===== config.mk =====
export PLATFORM = sky130hd
export DESIGN_NAME = pager_packet_sequencer
export DESIGN_NICKNAME = d
export VERILOG_FILES = /design/src/pager_packet_sequencer.v /design/src/sync_bits.v /design/src/link_packet_port.v
export VERILOG_INCLUDE_DIRS = /design/src
export SDC_FILE = /design/constraint.sdc
export NUM_CORES = 1
export LEC_CHECK = 0
export BUFFER_PORTS_ARGS = -buffer_cell sky130_fd_sc_hd__buf_2
export CAP_MARGIN = 15
export CORE_MARGIN = 4
export CORE_UTILIZATION = 40
export CTS_CLUSTER_SIZE = 40
export DETAILED_ROUTE_END_ITERATION = 16
export MAX_ROUTING_LAYER = met4
export SLEW_MARGIN = 20
export SYNTH_ARGS = -nofsm -noshare
export SYNTH_HDL_FRONTEND = slang
export SYNTH_HIERARCHICAL = 1
export SYNTH_SLANG_ARGS = --single-unit

===== constraint.sdc =====
create_clock -name clk -period 5.2 [get_ports clk]
set_input_delay 0.26 -clock clk [delete_from_list [all_inputs] [get_ports clk]]
set_output_delay 0.26 -clock clk [all_outputs]
set_load 0.1 [all_outputs]

===== src/pager_packet_defs.vh =====
// Constants for the paging packet sequencer
`ifndef PAGER_PACKET_DEFS_VH
`define PAGER_PACKET_DEFS_VH

// Word kinds tagged by the upstream decoder
`define KIND_NONE 3'h0
`define KIND_BIW 3'h1
`define KIND_ADDR 3'h2
`define KIND_LADDR1 3'h3
`define KIND_LADDR2 3'h4
`define KIND_VECTOR 3'h5
`define KIND_MESSAGE 3'h6

// Packet type codes, both directions
`define PKT_IDLE 3'h0
`define PKT_ADDR 3'h1
`define PKT_VECTOR 3'h2
`define PKT_MESSAGE 3'h3
`define PKT_BIW 3'h4
`define PKT_STATUS 3'h5
`define PKT_ALLFRAME 3'h6

// Packet field layout, 32 bits, bit 31 reserved zero
`define PKT_TYPE_MSB 30
`define PKT_TYPE_LSB 28
`define PKT_PHASE_MSB 27
`define PKT_PHASE_LSB 26
`define PKT_WN_MSB 25
`define PKT_WN_LSB 19
`define PKT_DATA_MSB 18
`define PKT_DATA_LSB 0

// Host all-frame packet bits
`define DECREMENT_ALLFRAME_POS 0
`define TEMP_ADDRESS_DISABLE_POS 1

// Status packet end-of-frame bit
`define STATUS_EOF_POS 0

// Vector type field inside vector word data
`define VECTOR_TYPE_LSB 4
`define VTYPE_SECURE 3'h0
`define VTYPE_ALPHA 3'h5
`define VTYPE_HEXBIN 3'h6

// Largest message words in one frame
`define MAX_FRAME_MSG_WORDS 7'h54

// Reset values
`define COUNT_RESET 8'h00
`define PACKET_RESET 32'h0000_0000
`define MSG_COUNT_RESET 7'h00

`endif


===== src/pager_packet_sequencer.v =====
// Block-by-block packet sequencer and all-frame counter
`timescale 1ns/1ps
`include "pager_packet_defs.vh"
module pager_packet_sequencer #(
    parameter PHASES = 4,
    parameter SLOTS = 8,
    parameter DATA_W = 19,
    parameter CNT_W = 8
) (
    // Clock and reset
    input wire clk,
    input wire rst_n,
    // Decoded words of one block, from the decoder core
    input wire word_valid,
    input wire [1:0] word_phase,
    input wire [2:0] word_slot,
    input wire [6:0] word_number,
    input wire [2:0] word_kind,
    input wire [6:0] word_aux,
    input wire [DATA_W-1:0] word_data,
    input wire block_done,
    input wire frame_end,
    // Configuration levels
    input wire biw_report_en,
    input wire forced_allframe_bit,
    input wire temp_address_pending,
    // Serial packet link to the host
    input wire link_sck,
    input wire link_ss_n,
    input wire link_mosi,
    output wire link_miso,
    // Status
    output reg block_busy,
    output reg word_overrun,
    output reg packet_pending,
    output reg frame_done,
    output reg [CNT_W-1:0] allframe_count,
    output reg allframe_mode
);

localparam N = PHASES * SLOTS;
localparam IW = $clog2(N);
localparam EW = 3 + 7 + 7 + DATA_W;

// Sequencer states
localparam S_IDLE = 2'd0;
localparam S_SCAN = 2'd1;

reg [1:0] state;
reg [IW-1:0] scan_idx;
reg [EW-1:0] mem [0:N-1];
reg [N-1:0] ent_valid;
reg [31:0] tx_word;
reg frame_end_pending;
reg [6:0] frame_msg_count;

wire sck_s;
wire ss_n_s;
wire mosi_s;
wire tx_taken;
wire rx_valid;
wire [31:0] rx_word;

// Link pins pass two flops before use
sync_bits #(
    .W(1),
    .RST(1'b0)
) u_sync_sck (
    .clk(clk),
    .rst_n(rst_n),
    .din(link_sck),
    .dout(sck_s)
);

sync_bits #(
    .W(1),
    .RST(1'b1)
) u_sync_ss (
    .clk(clk),
    .rst_n(rst_n),
    .din(link_ss_n),
    .dout(ss_n_s)
);

sync_bits #(
    .W(1),
    .RST(1'b0)
) u_sync_mosi (
    .clk(clk),
    .rst_n(rst_n),
    .din(link_mosi),
    .dout(mosi_s)
);

link_packet_port #(
    .W(32)
) u_port (
    .clk(clk),
    .rst_n(rst_n),
    .sck_s(sck_s),
    .ss_n_s(ss_n_s),
    .mosi_s(mosi_s),
    .miso(link_miso),
    .tx_word(tx_word),
    .tx_full(packet_pending),
    .tx_taken(tx_taken),
    .rx_valid(rx_valid),
    .rx_word(rx_word)
);

// Write index, and fields of the entry under the scan pointer
wire [IW-1:0] wr_idx = word_phase * SLOTS[IW-1:0] + {{(IW-3){1'b0}}, word_slot};
wire [EW-1:0] cur = mem[scan_idx];
wire [2:0] cur_kind = cur[EW-1 -: 3];
wire [6:0] cur_aux = cur[EW-4 -: 7];
wire [6:0] cur_wn = cur[EW-11 -: 7];
wire [DATA_W-1:0] cur_data = cur[DATA_W-1:0];
wire [IW-1:0] scan_phase = scan_idx / SLOTS[IW-1:0];
wire [1:0] cur_phase = scan_phase[1:0];
wire [2:0] cur_vtype = cur_data[`VECTOR_TYPE_LSB +: 3];

// Frame already carries the most message words it can hold
wire msg_full = (frame_msg_count == `MAX_FRAME_MSG_WORDS);

// Packet type for the current entry; IDLE means nothing is sent
reg [2:0] cur_type;
always @*
begin
    case (cur_kind)
        `KIND_BIW: cur_type = biw_report_en ? `PKT_BIW : `PKT_IDLE;
        `KIND_ADDR: cur_type = `PKT_ADDR;
        `KIND_LADDR1: cur_type = `PKT_ADDR;
        `KIND_VECTOR: cur_type = `PKT_VECTOR;
        // Word after a long vector is tagged message upstream
        `KIND_MESSAGE: cur_type = msg_full ? `PKT_IDLE : `PKT_MESSAGE;
        default: cur_type = `PKT_IDLE;
    endcase
end

// Address packets report where the vector sits
wire [6:0] cur_pkt_wn = (cur_type == `PKT_ADDR) ? cur_aux : cur_wn;

wire frag_type = (cur_vtype == `VTYPE_SECURE) || (cur_vtype == `VTYPE_ALPHA) ||
    (cur_vtype == `VTYPE_HEXBIN);
wire scan_go = (state == S_SCAN) && !packet_pending;
wire scan_send = scan_go && ent_valid[scan_idx] && (cur_type != `PKT_IDLE);
wire status_send = (state == S_IDLE) && !packet_pending && frame_end_pending && !block_done;
wire count_inc = scan_send && (cur_type == `PKT_VECTOR) && frag_type;
wire count_dec = rx_valid && (rx_word[`PKT_TYPE_MSB:`PKT_TYPE_LSB] == `PKT_ALLFRAME) &&
    rx_word[`DECREMENT_ALLFRAME_POS];

// Word capture; a block arriving while busy is lost and flagged
always @(posedge clk)
begin
    if (word_valid && !block_busy)
    begin
        mem[wr_idx] <= {word_kind, word_aux, word_number, word_data};
    end
end

// Entry valid bits, cleared as the scan passes
always @(posedge clk)
begin
    if (!rst_n)
    begin
        ent_valid <= {N{1'b0}};
        word_overrun <= 1'b0;
    end
    else
    begin
        if (scan_go)
        begin
            ent_valid[scan_idx] <= 1'b0;
        end
        if (word_valid && !block_busy)
        begin
            ent_valid[wr_idx] <= 1'b1;
        end
        if (word_valid && block_busy)
        begin
            word_overrun <= 1'b1;
        end
    end
end

// Scan walks phase-major, slot ascending, so lower phases go first
always @(posedge clk)
begin
    if (!rst_n)
    begin
        state <= S_IDLE;
        scan_idx <= {IW{1'b0}};
        block_busy <= 1'b0;
    end
    else
    begin
        case (state)
            S_IDLE:
            begin
                if (block_done)
                begin
                    state <= S_SCAN;
                    scan_idx <= {IW{1'b0}};
                    block_busy <= 1'b1;
                end
            end
            S_SCAN:
            begin
                if (scan_go)
                begin
                    if (scan_idx == N[IW-1:0] - 1'b1)
                    begin
                        state <= S_IDLE;
                        block_busy <= 1'b0;
                    end
                    else
                    begin
                        scan_idx <= scan_idx + 1'b1;
                    end
                end
            end
            default:
            begin
                state <= S_IDLE;
                block_busy <= 1'b0;
            end
        endcase
    end
end

// Outgoing slot; one packet held until the host frames a read
always @(posedge clk)
begin
    if (!rst_n)
    begin
        tx_word <= `PACKET_RESET;
        packet_pending <= 1'b0;
        frame_done <= 1'b0;
    end
    else
    begin
        frame_done <= 1'b0;
        if (scan_send)
        begin
            tx_word <= {1'b0, cur_type, cur_phase, cur_pkt_wn, cur_data};
            packet_pending <= 1'b1;
        end
        else if (status_send)
        begin
            tx_word <= {1'b0, `PKT_STATUS, 2'b00, 7'h00,
                {{(DATA_W-1){1'b0}}, 1'b1}};
            packet_pending <= 1'b1;
            frame_done <= 1'b1;
        end
        else if (tx_taken)
        begin
            packet_pending <= 1'b0;
        end
    end
end

// End-of-frame request waits until the block scan is done
always @(posedge clk)
begin
    if (!rst_n)
    begin
        frame_end_pending <= 1'b0;
    end
    else if (frame_end)
    begin
        frame_end_pending <= 1'b1;
    end
    else if (status_send)
    begin
        frame_end_pending <= 1'b0;
    end
end

// Message words sent this frame; excess words are dropped, never wrapped
always @(posedge clk)
begin
    if (!rst_n)
    begin
        frame_msg_count <= `MSG_COUNT_RESET;
    end
    else if (status_send)
    begin
        frame_msg_count <= `MSG_COUNT_RESET;
    end
    else if (scan_send && (cur_type == `PKT_MESSAGE))
    begin
        frame_msg_count <= frame_msg_count + 7'h01;
    end
end

// All-frame counter; increment and decrement together cancel
always @(posedge clk)
begin
    if (!rst_n)
    begin
        allframe_count <= `COUNT_RESET;
    end
    else if (count_inc && !count_dec)
    begin
        if (allframe_count != {CNT_W{1'b1}})
        begin
            allframe_count <= allframe_count + 1'b1;
        end
    end
    else if (count_dec && !count_inc)
    begin
        if (allframe_count != {CNT_W{1'b0}})
        begin
            allframe_count <= allframe_count - 1'b1;
        end
    end
end

// Decode every frame while any reason remains
always @(posedge clk)
begin
    if (!rst_n)
    begin
        allframe_mode <= 1'b0;
    end
    else
    begin
        allframe_mode <= (allframe_count != {CNT_W{1'b0}}) || temp_address_pending ||
            forced_allframe_bit;
    end
end

endmodule


===== src/sync_bits.v =====
// Two-flop synchroniser for pin inputs
`timescale 1ns/1ps
module sync_bits #(
    parameter W = 1,
    parameter [W-1:0] RST = {W{1'b0}}
) (
    // Clock and reset
    input wire clk,
    input wire rst_n,
    // Asynchronous inputs and synchronised outputs
    input wire [W-1:0] din,
    output reg [W-1:0] dout
);

reg [W-1:0] meta;

// First stage feeds only the second
always @(posedge clk)
begin
    if (!rst_n)
    begin
        meta <= RST;
        dout <= RST;
    end
    else
    begin
        meta <= din;
        dout <= meta;
    end
end

endmodule


===== src/link_packet_port.v =====
// Serial packet port sampled on the system clock
`timescale 1ns/1ps
module link_packet_port #(
    parameter W = 32
) (
    // Clock and reset
    input wire clk,
    input wire rst_n,
    // Synchronised link pins
    input wire sck_s,
    input wire ss_n_s,
    input wire mosi_s,
    output reg miso,
    // Outgoing packet slot
    input wire [W-1:0] tx_word,
    input wire tx_full,
    output reg tx_taken,
    // Received packet
    output reg rx_valid,
    output reg [W-1:0] rx_word
);

reg sck_d;
reg ss_n_d;
reg [W-1:0] shift_out;
reg [W-1:0] shift_in;
reg [7:0] bit_cnt;

wire ss_fall = ss_n_d & ~ss_n_s;
wire ss_rise = ~ss_n_d & ss_n_s;
wire sck_rise = ~sck_d & sck_s & ~ss_n_s;
wire sck_fall = sck_d & ~sck_s & ~ss_n_s;

// Host samples on rising edge, device shifts on falling edge
always @(posedge clk)
begin
    if (!rst_n)
    begin
        sck_d <= 1'b0;
        ss_n_d <= 1'b1;
        shift_out <= {W{1'b0}};
        shift_in <= {W{1'b0}};
        bit_cnt <= 8'h00;
        miso <= 1'b0;
        tx_taken <= 1'b0;
        rx_valid <= 1'b0;
        rx_word <= {W{1'b0}};
    end
    else
    begin
        sck_d <= sck_s;
        ss_n_d <= ss_n_s;
        tx_taken <= 1'b0;
        rx_valid <= 1'b0;
        if (ss_fall)
        begin
            // Empty slot sends an idle packet of zeros
            shift_out <= tx_full ? tx_word : {W{1'b0}};
            miso <= tx_full ? tx_word[W-1] : 1'b0;
            tx_taken <= tx_full;
            bit_cnt <= 8'h00;
        end
        else if (sck_rise)
        begin
            shift_in <= {shift_in[W-2:0], mosi_s};
            bit_cnt <= bit_cnt + 8'h01;
        end
        else if (sck_fall)
        begin
            shift_out <= {shift_out[W-2:0], 1'b0};
            miso <= shift_out[W-2];
        end
        else if (ss_rise && bit_cnt == W[7:0])
        begin
            // Short frames are discarded
            rx_valid <= 1'b1;
            rx_word <= shift_in;
        end
    end
end

endmodule


==> metrics.md <==
| Metric | Value |
|---|---|
| Final Skew | 0.0500 ns |
| VDD IR max | 333 uV |
| Mapped Area | 0.0515 mm2 |
| Vias per std cell | 5.68 |
| Drt pass-1 iters | 8 |
| Setup TNS Final | 0 ns |
| Fin crit share | 94.8% |
| Fin util | 46.4% |
| Reg2Reg Setup Slack | 0.27 ns |
| Hold crit path type | in -> reg |
| Total Routed Length | 128000 um |
| Core Region | 0.128 mm2 |
| Met2 WL | 62600 um |
| Hold Violations, Final | 0 |
| Multi-input logic area | 0.0126 mm2 |
| Vias | 25939 |
| CP bufs+invs | 6 |
| Switching share of power | 21.2% |
| Slew @ Worst Pin | 1.16 ns |
| Top sig layer | met4 |
| Layout Cell Area excl Fill | 0.0593 mm2 |
| Port Buf Inserts | 65 |
| Internal power | 17.6 mW |
| Switch Pwr | 4.72 mW |
| Worst r2r dst | allframe_count[7] |
| Clock Tree Buf Depth | 3 |
| P per Cell Area | 376 mW/mm2 |
| GRT Total Usage | 19.5% |
| CTS Root Cell | clkbuf_16 |
| Final hold slack | 0.0896 ns |
| Reg clk slew, reported paths | 0.06 ns |
| TritonCTS Buffers | 140 |
| Largest net degree at the start of global routing | 93 |
| Reg area | 0.0382 mm2 |
| Gate Count Post-Synth | 2574 |
| Pre-CTS WS | 0.0170 ns |
| Die H | 367 um |
| Worst-case reg-to-reg path depth | 20 |
| Worst path top cell family by delay | compound AO/OA/AOI/OAI gates |
| Total grt overflow | 0 |
| Number of global-route vias before repair | 26527 |
| Yosys warning count | 6 |
| Critical path cell sequence | buf_12 > mux4_2 > mux4_2 > mux2i_1 > buf_4 > or3b_2 > a211oi_4 > buf_4 > ha_1 > inv_1 > buf_4 > ha_1 > a21oi_2 > o21bai_1 > a2111oi_1 > buf_4 > nor3_1 > o21ai_0 > xor2_1 > nor2_1 |
| Status | complete, no violations |
| Die footprint | 0.135 mm2 |
| Critical Path End Type | flop |
| Req. time, crit path | 5.83 ns |
| Max Freq | 0.203 GHz |
| Syn Nets | 2644 |
| Initial Utilization | 40.3% |
| Number of max-cap violations | 0 |
| Final nets | 2856 |
| CP max stage delay | 0.50 ns |
| Ratio of cells with drive above 1 in the final layout | 27.2% |
| # IOs | 66 |
| Flop pwr share | 52.4% |
| Met3 wire length | 8990 um |
| WP data arrival | 5.56 ns |
| Relative slew slack | 22.7% |
| Final period demand of the worst path | 4.93 ns |
| P_leak | 18.3 nW |
| Clk Latency, worst-skew pair | 0.77 ns |
| Comb power frac | 3.1% |
| Avg Inst Size Synth | 20.0 um2 |
| Post-detail-place hpwl | 69600 um |
| Final ANT Viol Nets | 0 |
| Final estimated routing congestion in global placement | 0.856 |
| Residual DRC count | 0 |
| DIE WIDTH | 367 um |
| CP Launch Type | flop |
| Clock power frac | 44.5% |
| CTS tree | yes |
| Post-DP Area | 0.0541 mm2 |
| Initial DRC count | 2849 |
| First-pass GRT wire length | 186000 um |
| Antenna violations before repair | 8 |
| Hold Crit Start | word_slot[1] |
| Setup violations, final | 0 |
| CP Class | reg -> reg |
| Final WS setup | 0.268 ns |
| Filler cell count | 10514 |
| CP max-delay cell | mux4_2 |
| Max H-tree Level | 4 |
| Routed length on met1 | 53400 um |
| Final count of pins violating max slew | 0 |
| CTS sink cnt | 1331 |
| Layout area overhead | 15.1% |
| Most used cell, CP | buf_4 |
| DR WL/cell | 28.1 um |
| Rows | 131 |
| Hold EP | ent_valid[1] |
| RSZ-0062 raised after global routing | false |
| Worst-path maximum fanout | 10 |
| Hold Path Depth | 4 |
## through the flow
step,power [mW],instances
6_report,22.3,4570
5_1_grt,23.0,4570
4_1_cts,22.5,4557
3_5_place_dp,12.6,4249
3_3_place_gp,12.5,4249
2_1_floorplan,12.3,2574
## power groups by stage
stage | clock network, mW | logic [mW] | registers [mW]
floorplan | 0 | 0.362 | 11.9
global placement | 0 | 0.632 | 11.9
finish | 9.91 | 0.691 | 11.7
detailed placement | 0 | 0.653 | 11.9
CTS | 10.1 | 0.690 | 11.7
global route | 10.6 | 0.743 | 11.7
## worst max path at each step
stage / from / end / slack, ns / cells past startpoint
3_5_place_dp: flop / allframe_count[7] / 0.02 / 19
4_1_cts: flop / allframe_count[7] / 0.12 / 19
6_report: flop / allframe_count[7] / 0.27 / 20
5_1_grt: flop / allframe_count[7] / 0.05 / 20
2_1_floorplan: flop / allframe_count[7] / 0.06 / 20
3_3_place_gp: flop / allframe_count[7] / -0.22 / 19
## registers in the layout, indices dropped and copies added (netlist names), 4 cells and up, named ones only
register,count
allframe_count,8
ent_valid,32
frame_msg_count,7
mem,1152
scan_idx,5
tx_word,31
u_port/bit_cnt,8
u_port/rx_word,4
u_port/shift_in,31
u_port/shift_out,31
## cell usage in the layout, fill, tap and decap left out, types with 7 or more instances in the layout
master,n
dlygate4sd3_1,51
a22o_1,7
ha_1,17
clkinv_2,28
edfxtp_1,1152
o31ai_1,20
o22ai_1,9
nor3_1,13
a21oi_1,82
clkbuf_16,141
o21ai_0,67
xnor2_1,11
nand4_1,8
inv_1,13
buf_4,92
mux4_2,366
bufinv_16,10
or3_1,10
inv_2,25
and2_1,40
nor2_1,42
clkinv_1,25
nand2b_1,9
diode_2,7
nand3_1,31
nand2_1,125
clkbuf_1,29
buf_2,65
mux2i_1,76
o21a_1,11
dfxtp_1,174
a21boi_0,28
## routing by layer
layer / track usage, % / vias up
met5: - / -
met3: 4.03 / 207
met2: 30.9 / 940
met1: 25.9 / 13860
li1: - / 10932
met4: 5.62 / 0
## layout make-up
cell class              instances  share of cell area (%)
flip-flops and latches       1331                    64.4
diodes                          7                  0.0295
inverters                      43                   0.287
multi-input cells            1055                    21.3
clock inverters                81                    1.47
well taps                    1662                    3.51
repair buffers                215                    2.76
clock buffers                 176                    6.27
## tightest hold or removal path: stages
cell     delay, ns
buf_2         0.15
nor2_1        0.17
nand2_1       0.14
a21oi_1       0.07
## what timing repair did
action | CTS | global route
gates resized for setup | 1 | 5
hold buffers | 51 | 0
hold endpoints to repair | 1165 | 0
endpoints found under the setup margin | 1 | 1
setup buffers | 0 | 5
(Power assumes the default switching activity.)
